File: src/shared/tec_pkg.sv
package tec_pkg;
  // clocks and line rates
  localparam int CLK_KHZ = 50000;
  localparam int T1_KHZ = 1544;
  localparam int E1_KHZ = 2048;
  // link timing in bit periods
  localparam int UNI_EDGES = 16;
  localparam int LOSS_BITS = 175;
  localparam int SETTLE_BITS = 22;
  localparam int REMOTE_LOOP_BIT_SETTLE_BITS = 44;
  // missing clock: longest time, so T1 bit length, rounded down
  localparam int LOSS_CYC_DEF = LOSS_BITS * CLK_KHZ / T1_KHZ;
  // reference clock period split between T1 and E1, in system cycles
  localparam int MCLK_SPLIT = 2 * CLK_KHZ / (T1_KHZ + E1_KHZ);
  localparam int MCLK_LOST = 4 * MCLK_SPLIT;
  // device register map
  localparam logic [7:0] ADDR_CR1 = 8'h10;
  localparam logic [7:0] ADDR_CR2 = 8'h11;
  localparam logic [7:0] ADDR_CR3 = 8'h13;
  localparam logic [7:0] ADDR_STAT = 8'h14;
  localparam logic [7:0] ADDR_COEF = 8'h20;
  localparam int COEF_IDX_W = 3;
  localparam logic [7:0] CR1_RST = 8'h00;
  localparam logic [7:0] CR2_RST = 8'h00;
  localparam logic [7:0] CR3_RST = 8'h00;
  localparam logic [7:0] COEF_RST = 8'h00;
  // field positions
  localparam int CR1_TX_ALL_ONES = 7;
  localparam int LBO_LSB = 3;
  localparam int LBO_MSB = 4;
  localparam int LEN_MSB = 2;
  localparam int CR2_HAUL = 0;
  localparam int CR2_TRI = 1;
  localparam int CR2_MATCHED_IMPEDANCE_BIT = 5;
  localparam int CR3_LOCAL_LOOP_BIT = 0;
  localparam int CR3_REMOTE_LOOP_BIT = 1;
  localparam int CR3_E1LH = 6;
  // pulse length codes
  localparam logic [2:0] LEN_E1_75 = 3'h0;
  localparam logic [2:0] LEN_E1_120 = 3'h1;
  localparam logic [2:0] LEN_FCC_A = 3'h2;
  // b8zs substitution 000VB0VB, oldest symbol in bit 7
  localparam logic [7:0] B8ZS_V = 8'h12;
  localparam logic [7:0] B8ZS_B = 8'h09;
  // framer registers
  localparam int FR_SEL_BIT = 7;
  localparam logic [7:0] FR_CTRL = 8'h80;
  localparam logic [7:0] FR_STAT = 8'h84;
  localparam int FR_RUN = 0;
  localparam int FR_UNI = 1;
  localparam logic [7:0] FR_CTRL_RST = 8'h00;
  localparam int FR_HALF_DIV = 16;

  typedef enum logic [1:0] {
    IMP_LOW = 2'b00,
    IMP_75 = 2'b01,
    IMP_100 = 2'b10,
    IMP_120 = 2'b11
  } tec_imp_t;
endpackage

File: src/shared/tec_link_if.sv
`timescale 1ns/1ns
interface tec_link_if;
  logic txClk;
  logic txPos;
  logic txNeg;
  logic [7:0] regAddr;
  logic [7:0] regWdata;
  logic regWr;
  logic regRd;
  logic [7:0] regRdata;
  modport device (
    input txClk, txPos, txNeg, regAddr, regWdata, regWr, regRd,
    output regRdata
  );
  modport framer (
    output txClk, txPos, txNeg, regAddr, regWdata, regWr, regRd,
    input regRdata
  );
endinterface

File: src/rtl/tec_sync.sv
`timescale 1ns/1ns
module tec_sync #(
  parameter int W = 1
) (
  // system
  input wire logic clk_sys,
  input wire logic rst_n,
  // levels
  input wire logic [W-1:0] din,
  output logic [W-1:0] dout
);
  typedef struct packed {
    logic [W-1:0] s1;
    logic [W-1:0] s2;
  } tec_sync_st_t;
  tec_sync_st_t st;
  tec_sync_st_t next_st;

  always_comb begin
    next_st.s1 = din;
    next_st.s2 = st.s1;
  end

  always_ff @(posedge clk_sys or negedge rst_n) begin
    if (!rst_n) begin
      st <= '0;
    end else begin
      st <= next_st;
    end
  end

  assign dout = st.s2;
endmodule

File: src/rtl/tec_line_device.sv
`timescale 1ns/1ns
module tec_line_device
  import tec_pkg::*;
#(
  parameter int LOSS_CYC = LOSS_CYC_DEF
) (
  // system
  input wire logic clk_sys,
  input wire logic rst_n,
  // framer link
  tec_link_if.device link,
  // board pins
  input wire logic modePin,
  input wire logic mclk,
  input wire logic buildOutSelLo,
  input wire logic buildOutSelHi,
  // line driver
  output logic lineOutA,
  output logic lineOutB,
  output logic lineOe,
  // driver setup
  output tec_imp_t impedance,
  output logic [2:0] pulseShape,
  output logic [1:0] buildOutLevel,
  output logic sixVoltPeak,
  output logic noOvershoot,
  output logic e1Rate,
  output logic refFromMclk,
  // status
  output logic hostMode,
  output logic unipolar,
  output logic coderMode,
  output logic txClkLost,
  output logic settling
);
  typedef struct packed {
    logic [7:0] cr1;
    logic [7:0] cr2;
    logic [7:0] cr3;
    logic [7:0][7:0] coef;
    logic [7:0] rdata;
    logic clkPrev;
    logic [4:0] uniCnt;
    logic uni;
    logic [15:0] lossCnt;
    logic lost;
    logic mPrev;
    logic [7:0] mCnt;
    logic mclkOk;
    logic e1Clk;
    logic modePrev;
    logic [7:0] modeCnt;
    logic [5:0] settleCnt;
    logic [7:0] ctrlPrev;
    logic [7:0] sr;
    logic [7:0] subV;
    logic [7:0] subB;
    logic pol;
    logic outA;
    logic outB;
  } tec_dev_st_t;

  tec_dev_st_t st;
  tec_dev_st_t next_st;
  logic [6:0] syn;
  logic clkS, posS, negS, modeS, mclkS, lboLoS, lboHiS;
  logic shortHaul, triOn, tx_all_ones, local_loop_bit, remote_loop_bit, e1lh, txFall;
  logic [2:0] len;
  logic [1:0] lbo;
  logic [7:0] ctrlNow, srNew, vNew, bNew;
  logic mark;

  ////////////////////////////////////////////////////////////////////////
  // every pin from outside except the register port passes two flops first
  tec_sync #(.W(7)) u_sync (
    .clk_sys(clk_sys),
    .rst_n(rst_n),
    .din({link.txClk, link.txPos, link.txNeg, modePin, mclk, buildOutSelLo, buildOutSelHi}),
    .dout(syn)
  );
  assign {clkS, posS, negS, modeS, mclkS, lboLoS, lboHiS} = syn;

  ////////////////////////////////////////////////////////////////////////
  // mode pin toggling means it is tied to the recovered clock
  assign hostMode = modeS && st.modeCnt == 8'h00;
  assign coderMode = st.uni && st.modeCnt != 8'h00;
  assign shortHaul = hostMode && st.cr2[CR2_HAUL];
  assign triOn = hostMode && st.cr2[CR2_TRI];
  assign remote_loop_bit = hostMode && st.cr3[CR3_REMOTE_LOOP_BIT];
  assign local_loop_bit = hostMode && st.cr3[CR3_LOCAL_LOOP_BIT];
  assign e1lh = hostMode && st.cr3[CR3_E1LH];
  // all-ones is ignored while remote loopback runs
  assign tx_all_ones = hostMode && st.cr1[CR1_TX_ALL_ONES] && !remote_loop_bit;
  assign len = st.cr1[LEN_MSB:0];
  // long haul takes build-out from control register 1 in host mode, from the select pins in hardware mode
  assign lbo = hostMode ? st.cr1[LBO_MSB:LBO_LSB] : {lboHiS, lboLoS};
  assign txFall = st.clkPrev && !clkS;
  assign ctrlNow = {tx_all_ones, len, lbo, local_loop_bit, remote_loop_bit};

  ////////////////////////////////////////////////////////////////////////
  // driver setup
  always_comb begin
    if (!hostMode) begin
      impedance = IMP_LOW;
    end else if (shortHaul) begin
      if (len == LEN_E1_75) begin
        impedance = IMP_75;
      end else if (len == LEN_E1_120) begin
        impedance = IMP_120;
      end else begin
        impedance = IMP_100;
      end
    end else if (!st.cr2[CR2_MATCHED_IMPEDANCE_BIT]) begin
      impedance = IMP_LOW;
    end else begin
      impedance = e1lh ? IMP_120 : IMP_100;
    end
  end

  assign pulseShape = shortHaul ? len : 3'h0;
  assign buildOutLevel = shortHaul ? 2'h0 : lbo;
  assign sixVoltPeak = shortHaul && len == LEN_FCC_A;
  assign noOvershoot = hostMode && e1lh && !st.cr2[CR2_HAUL];
  // host: short haul rate follows the written shape, long haul the E1 long-haul bit of control register 3; hardware: master clock rate
  assign e1Rate = !hostMode ? st.e1Clk :
    (shortHaul ? (len == LEN_E1_75 || len == LEN_E1_120) : e1lh);
  assign refFromMclk = st.mclkOk;
  assign unipolar = st.uni;
  assign txClkLost = st.lost;
  assign settling = st.settleCnt != 6'h00;
  assign lineOutA = st.outA;
  assign lineOutB = st.outB;
  assign lineOe = !(st.lost || triOn);
  assign link.regRdata = st.rdata;

  ////////////////////////////////////////////////////////////////////////
  always_comb begin
    next_st = st;
    srNew = {st.sr[6:0], posS};
    vNew = {st.subV[6:0], 1'b0};
    bNew = {st.subB[6:0], 1'b0};
    mark = st.sr[7] || st.subB[7];
    next_st.clkPrev = clkS;
    next_st.modePrev = modeS;
    next_st.mPrev = mclkS;
    next_st.ctrlPrev = ctrlNow;
    // register port
    if (link.regWr) begin
      case (link.regAddr)
        ADDR_CR1: begin
          next_st.cr1 = link.regWdata;
        end
        ADDR_CR2: begin
          next_st.cr2 = link.regWdata;
        end
        ADDR_CR3: begin
          next_st.cr3 = link.regWdata;
        end
        default: begin
          if (link.regAddr[7:COEF_IDX_W] == ADDR_COEF[7:COEF_IDX_W]) begin
            next_st.coef[link.regAddr[COEF_IDX_W-1:0]] = link.regWdata;
          end
        end
      endcase
    end
    if (link.regRd) begin
      case (link.regAddr)
        ADDR_CR1: next_st.rdata = st.cr1;
        ADDR_CR2: next_st.rdata = st.cr2;
        ADDR_CR3: next_st.rdata = st.cr3;
        ADDR_STAT: next_st.rdata = {1'b0, e1Rate, st.mclkOk, settling, st.lost,
                                    coderMode, st.uni, hostMode};
        default: begin
          if (link.regAddr[7:COEF_IDX_W] == ADDR_COEF[7:COEF_IDX_W]) begin
            next_st.rdata = st.coef[link.regAddr[COEF_IDX_W-1:0]];
          end else begin
            next_st.rdata = 8'h00;
          end
        end
      endcase
    end
    // mode pin activity window
    if (modeS != st.modePrev) begin
      next_st.modeCnt = 8'(MCLK_LOST);
    end else if (st.modeCnt != 8'h00) begin
      next_st.modeCnt = st.modeCnt - 8'h01;
    end
    // master clock presence and rate
    if (mclkS && !st.mPrev) begin
      next_st.mclkOk = 1'b1;
      next_st.e1Clk = st.mCnt < 8'(MCLK_SPLIT);
      next_st.mCnt = 8'h00;
    end else if (st.mCnt == 8'(MCLK_LOST)) begin
      next_st.mclkOk = 1'b0;
    end else begin
      next_st.mCnt = st.mCnt + 8'h01;
    end
    // missing transmit clock, counted in system cycles
    if (txFall) begin
      next_st.lossCnt = 16'h0000;
      next_st.lost = 1'b0;
    end else if (st.lossCnt >= 16'(LOSS_CYC - 1)) begin
      next_st.lost = 1'b1;
    end else begin
      next_st.lossCnt = st.lossCnt + 16'h0001;
    end
    // settling counts transmit bits; remote loop takes longer
    if (ctrlNow != st.ctrlPrev) begin
      next_st.settleCnt = (ctrlNow[0] != st.ctrlPrev[0]) ? 6'(REMOTE_LOOP_BIT_SETTLE_BITS) :
        6'(SETTLE_BITS);
    end else if (txFall && st.settleCnt != 6'h00) begin
      next_st.settleCnt = st.settleCnt - 6'h01;
    end
    if (txFall) begin
      // unipolar detection
      if (!negS) begin
        next_st.uniCnt = 5'h00;
        next_st.uni = 1'b0;
      end else if (st.uniCnt > 5'(UNI_EDGES)) begin
        next_st.uni = 1'b1;
      end else begin
        next_st.uniCnt = st.uniCnt + 5'h01;
      end
      // single rail runs through an 8 bit window for b8zs lookahead
      if (coderMode && srNew == 8'h00 && vNew == 8'h00 && bNew == 8'h00) begin
        vNew = B8ZS_V;
        bNew = B8ZS_B;
      end
      next_st.sr = srNew;
      next_st.subV = vNew;
      next_st.subB = bNew;
      if (settling || st.lost || triOn) begin
        next_st.outA = 1'b0;
        next_st.outB = 1'b0;
      end else if (tx_all_ones || (st.uni && mark)) begin
        next_st.pol = !st.pol;
        next_st.outA = !st.pol;
        next_st.outB = st.pol;
      end else if (st.uni && st.subV[7]) begin
        next_st.outA = st.pol;
        next_st.outB = !st.pol;
      end else if (st.uni) begin
        next_st.outA = 1'b0;
        next_st.outB = 1'b0;
      end else begin
        // dual rail already carries alternate marks
        next_st.outA = posS;
        next_st.outB = negS;
      end
    end
    // blank at once: waiting for the next bit would leak stale marks
    if (settling || st.lost || triOn) begin
      next_st.outA = 1'b0;
      next_st.outB = 1'b0;
    end
  end

  always_ff @(posedge clk_sys or negedge rst_n) begin
    if (!rst_n) begin
      st <= '0;
      st.cr1 <= CR1_RST;
      st.cr2 <= CR2_RST;
      st.cr3 <= CR3_RST;
      st.coef <= {8{COEF_RST}};
    end else begin
      st <= next_st;
    end
  end
endmodule

File: src/flat_wrapper.sv
// flat-port wrapper written by rule: the top's interface ports become plain ports
module tec_line_device_flat import tec_pkg::*;
#(
  parameter int LOSS_CYC = LOSS_CYC_DEF
)
  (clk_sys, rst_n, modePin, mclk, buildOutSelLo, buildOutSelHi, lineOutA, lineOutB, lineOe, impedance, pulseShape, buildOutLevel, sixVoltPeak, noOvershoot, e1Rate, refFromMclk, hostMode, unipolar, coderMode, txClkLost, settling, link_txClk, link_txPos, link_txNeg, link_regAddr, link_regWdata, link_regWr, link_regRd, link_regRdata);
  tec_link_if link_i ();
  input wire logic clk_sys;
  input wire logic rst_n;
  input wire logic modePin;
  input wire logic mclk;
  input wire logic buildOutSelLo;
  input wire logic buildOutSelHi;
  output logic lineOutA;
  output logic lineOutB;
  output logic lineOe;
  output tec_imp_t impedance;
  output logic [2:0] pulseShape;
  output logic [1:0] buildOutLevel;
  output logic sixVoltPeak;
  output logic noOvershoot;
  output logic e1Rate;
  output logic refFromMclk;
  output logic hostMode;
  output logic unipolar;
  output logic coderMode;
  output logic txClkLost;
  output logic settling;
  input wire logic [$bits(link_i.txClk)-1:0] link_txClk;
  input wire logic [$bits(link_i.txPos)-1:0] link_txPos;
  input wire logic [$bits(link_i.txNeg)-1:0] link_txNeg;
  input wire logic [$bits(link_i.regAddr)-1:0] link_regAddr;
  input wire logic [$bits(link_i.regWdata)-1:0] link_regWdata;
  input wire logic [$bits(link_i.regWr)-1:0] link_regWr;
  input wire logic [$bits(link_i.regRd)-1:0] link_regRd;
  output wire logic [$bits(link_i.regRdata)-1:0] link_regRdata;
  assign link_i.txClk = link_txClk;
  assign link_i.txPos = link_txPos;
  assign link_i.txNeg = link_txNeg;
  assign link_i.regAddr = link_regAddr;
  assign link_i.regWdata = link_regWdata;
  assign link_i.regWr = link_regWr;
  assign link_i.regRd = link_regRd;
  assign link_regRdata = link_i.regRdata;
  tec_line_device #(.LOSS_CYC(LOSS_CYC)) u_core (.clk_sys(clk_sys), .rst_n(rst_n), .link(link_i), .modePin(modePin), .mclk(mclk), .buildOutSelLo(buildOutSelLo), .buildOutSelHi(buildOutSelHi), .lineOutA(lineOutA), .lineOutB(lineOutB), .lineOe(lineOe), .impedance(impedance), .pulseShape(pulseShape), .buildOutLevel(buildOutLevel), .sixVoltPeak(sixVoltPeak), .noOvershoot(noOvershoot), .e1Rate(e1Rate), .refFromMclk(refFromMclk), .hostMode(hostMode), .unipolar(unipolar), .coderMode(coderMode), .txClkLost(txClkLost), .settling(settling));
endmodule
File: config.mk
export PLATFORM = sky130hd
export DESIGN_NAME = tec_line_device_flat
export DESIGN_NICKNAME = d
export VERILOG_FILES = /design/src/shared/tec_pkg.sv /design/src/shared/tec_link_if.sv /design/src/rtl/tec_sync.sv /design/src/rtl/tec_line_device.sv /design/src/flat_wrapper.sv
export SDC_FILE = /design/constraint.sdc
export NUM_CORES = 1
export LEC_CHECK = 0
export BUFFER_PORTS_ARGS = -buffer_cell sky130_fd_sc_hd__clkbuf_2
export CORE_MARGIN = 4
export CORE_UTILIZATION = 61
export CTS_BUF_LIST = sky130_fd_sc_hd__clkbuf_16
export CTS_CLUSTER_SIZE = 8
export DETAILED_ROUTE_END_ITERATION = 16
export PLACE_DENSITY = 0.8
export SYNTH_ARGS = -nofsm -noshare
export SYNTH_HDL_FRONTEND = slang
export SYNTH_SLANG_ARGS = --single-unit
File: constraint.sdc
create_clock -name clk_sys -period 3.1 [get_ports clk_sys]
set_input_delay 0 -clock clk_sys [delete_from_list [all_inputs] [get_ports clk_sys]]
set_output_delay 0 -clock clk_sys [all_outputs]
set_load 0.01 [all_outputs]
==> results by group <==
Clock network
  – TritonCTS buffer count: 17
  – CTS tree: done
  – Root Driver: clkbuf_16
  – Clk Latency, worst-skew pair: 0.44 ns
  – Clock net sink count: 187
  – Worst-path clk slew: 0.07 ns
  – Cts repair resizes: 0
  – Post-CTS setup buffers: 0
  – Clock Tree Buf Depth: 2
  – H-Tree Depth: 4

Place
  – HPWL Detailed: 13,800 µm
  – # port buffers: 53
  – Routability cong.: 0.821
  – Placed cell area: around 9300 µm²
  – Placed cell count: 987
  – Setup WS pre-CTS: 0.653 ns

Worst setup path
  – CP Class: reg -> out
  – WP data required: 3.10 ns
  – Setup crit start kind: flop
  – Most used cell, CP: inv_1
  – RR Endpoint: u_core.st[2]
  – Worst-path fanout max: 12
  – Max stage delay cell, worst path: dfrtp_1
  – Critical path endpoint: sixVoltPeak
  – Worst path max stage delay: 0.41 ns
  – Worst r2r path cells: 8
  – Worst Path Arrival: around 2.6 ns
  – Critical Path Source: u_core.st[41]
  – CP Cell Sequence: inv_1 -> ha_1 -> and4bb_2 -> nand2_1 -> inv_1 -> and3_1 -> nor3b_1 -> clkbuf_2
  – Reg2reg start: u_core.st[41]
  – Critical Path End Type: output port
  – R2R Setup Slk: 0.56 ns

Floorplan
  – # rows: 43
  – Die Span X: 129 µm
  – Core Area: ~14,000 µm²
  – Die Span Y: 129 µm
  – Initial Util: 0.632
  – Area of the die: ~17,000 µm²
  – Ports: 54

Timing
  – RSZ-0062 raised after global routing: no
  – Worst Max-Slew Pin Slew: 0.984 ns
  – Worst clock skew: 0.0113 ns
  – Final worst setup slack: 0.456 ns
  – Setup TNS: 0 ns
  – Final hold vios: 0
  – Fmax achieved: 0.378 GHz
  – Hold WS: 0.00130 ns
  – Final setup fails: 0
  – Fin crit period: 2.64 ns
  – Final Slew Violations: 0
  – Tcrit/Tclk final: 0.853
  – Max_slew headroom: 0.344

Logic synthesis
  – Synth async-reset ratio: 1.00
  – Syn_nets: 823
  – Syn avg cell area: between 10 and 15 µm²
  – Cell area after synthesis: around 8900 µm²
  – Distinct cell type count after synthesis: 67
  – Synth Flop Type: dfrtp_1
  – Mapped Cells: 786
  – Synth Register Bits: 187
  – Synth warn: 0
  – EDFF count, synth: 0
  – Post-synthesis sequential area ratio: 0.526

Power
  – Worst vdd rail ir drop: ~450 µV
  – PwrDens: about 570 nW/µm²
  – Power, Total: 5.69 mW
  – P_leak: about 4.8 nW

Layout
  – Share of layout cells above drive strength 1: 0.256
  – Antenna diodes: 0
  – Area Overhead vs Synth: 13.1%
  – # nets final: about 900
  – Post-route non-filler standard cell count: 1,034
  – Core Util, Final: 0.714
  – Most frequent cells in the layout: dfrtp_1, mux2_2, nand2_1, clkbuf_2, nor2_1
  – Finished Cell Area: approximately 10,000 µm²
  – Fill count: 962
  – Commonest non-fill, non-tap cell in the layout: dfrtp_1

Hold path
  – HP Class: in -> reg
  – WHS Path Cells: 2

GRT
  – Total GRT Usage: 0.268
  – Total gr overflow: 0
  – Vias in the first global route: 6,763
  – Largest net degree at the start of global routing: between 100 and 150
  – First-pass GRT wire length: 35,000 µm
  – Initial antenna violation count: 0

Drt
  – DR iter-0 viols: ~700
  – Final WL: 21,200 µm
  – Via Count: 6,581
  – Residual DRC count: 0
  – Routed Antenna Nets: 0
  – Drt pass-1 iters: 8
  – Post-DR vias/cell: 6.36
  – Wire per inst: around 20 µm

Outcome
  – Outcome: finished, final reports clean

Job
  – Max-Cap Viols: 0
## cells by family (layout without fill, tap and decap cells)
logic type,count (synthesis),in the layout,synth area share
mux,111,111,0.146
buf+inv,61,129,0.0305
fa+ha+maj,10,10,0.0141
simple gates,262,262,0.159
flops,187,187,0.526
compound gates,132,132,0.102
xor+xnor,23,23,0.0226
## power by group
| part | internal [mW] | total [mW] | switching (mW) |
|---|---|---|---|
| clock | 1.35 | 2.32 | 0.966 |
| combinational | 0.256 | 0.581 | 0.324 |
| sequential | 2.61 | 2.79 | 0.181 |
## metal layers
layer	routed length, µm	up-vias	global-route usage
li1	-	2947	-
met2	10700	255	0.447
met3	1190	50	0.0573
met1	8750	3329	0.349
met5	0	-	0
met4	494	0	0.0964
## worst max-delay path: cells and delay by family (launching register included)
kind,cells,cell delay [ns]
adder cells (fa/ha/maj),1,0.19
AND/OR/NAND/NOR,4,0.97
buffers and inverters,3,0.63
flip-flops,1,0.41
## cell usage after synthesis, types with 4 or more instances
cell type / number / area share
nor3b_1: 5 / 0.0042
nand3b_1: 4 / 0.0034
inv_1: 18 / 0.0076
o21ai_0: 21 / 0.012
o21a_1: 5 / 0.0042
a221oi_1: 7 / 0.0069
clkbuf_1: 22 / 0.0093
a31o_2: 4 / 0.0039
a31oi_1: 15 / 0.011
mux2i_1: 11 / 0.012
ha_1: 10 / 0.014
and3_1: 15 / 0.011
a22oi_1: 8 / 0.0067
nor4_1: 9 / 0.0063
mux2_2: 94 / 0.12
buf_1: 5 / 0.0021
and2_1: 5 / 0.0035
buf_4: 9 / 0.0076
dfrtp_1: 187 / 0.53
o2111ai_1: 4 / 0.0039
nand2b_1: 10 / 0.0070
a21o_1: 4 / 0.0034
xor2_1: 12 / 0.012
or4_1: 5 / 0.0042
or2_2: 4 / 0.0028
xnor2_1: 11 / 0.011
a211oi_1: 6 / 0.0051
nor2b_1: 10 / 0.0070
nor3_1: 11 / 0.0062
nand4_1: 6 / 0.0042
nor2_1: 42 / 0.018
mux4_2: 6 / 0.015
o31ai_1: 6 / 0.0051
a22o_1: 6 / 0.0059
a21oi_1: 23 / 0.013
nand2_1: 90 / 0.038
or3_1: 6 / 0.0042
nand3_1: 19 / 0.011
buf_2: 7 / 0.0039
## final cells by class
cell class | count | area (µm²) | area share
clock buffer | 17 | 425 | 0.0423
clock inverter | 15 | 196 | 0.0195
inverter | 18 | 67.6 | 0.00671
multi-input combinational | 538 | 3960 | 0.393
sequential | 187 | 4680 | 0.465
tap | 180 | 225 | 0.0224
timing repair buffer | 79 | 517 | 0.0513
## worst min-delay path by stage
stage / start / to / slack [ns]
after floorplan: rst_n / u_core.ctrlNow[4] / -0.30
after global placement: modePin / u_core.u_sync.next_st[3] / 0.11
after detailed placement: mclk / u_core.u_sync.next_st[2] / 0.11
after CTS: link_regRd / u_core.link.regRdata[7] / 0.003
after global routing: link_regWdata[0] / u_core.ctrlNow[4] / 0.01
final: link_regWdata[4] / u_core.st[153] / 0.001
## registers in the layout, summed over array words and instances (netlist names)
register / count
u_core.ctrlNow: 3
u_core.lineOutA: 1
u_core.lineOutB: 1
u_core.link.regRdata: 8
u_core.refFromMclk: 1
u_core.srNew: 7
u_core.st: 150
u_core.txClkLost: 1
u_core.u_sync.dout: 7
u_core.u_sync.next_st: 7
u_core.unipolar: 1
## timing repair
action | CTS | global route
hold endpoints to repair | 148 | 0
hold buffers | 15 | 0
endpoints found under the setup margin | 0 | 0
Note: power is estimated with default switching activity, not from simulation.
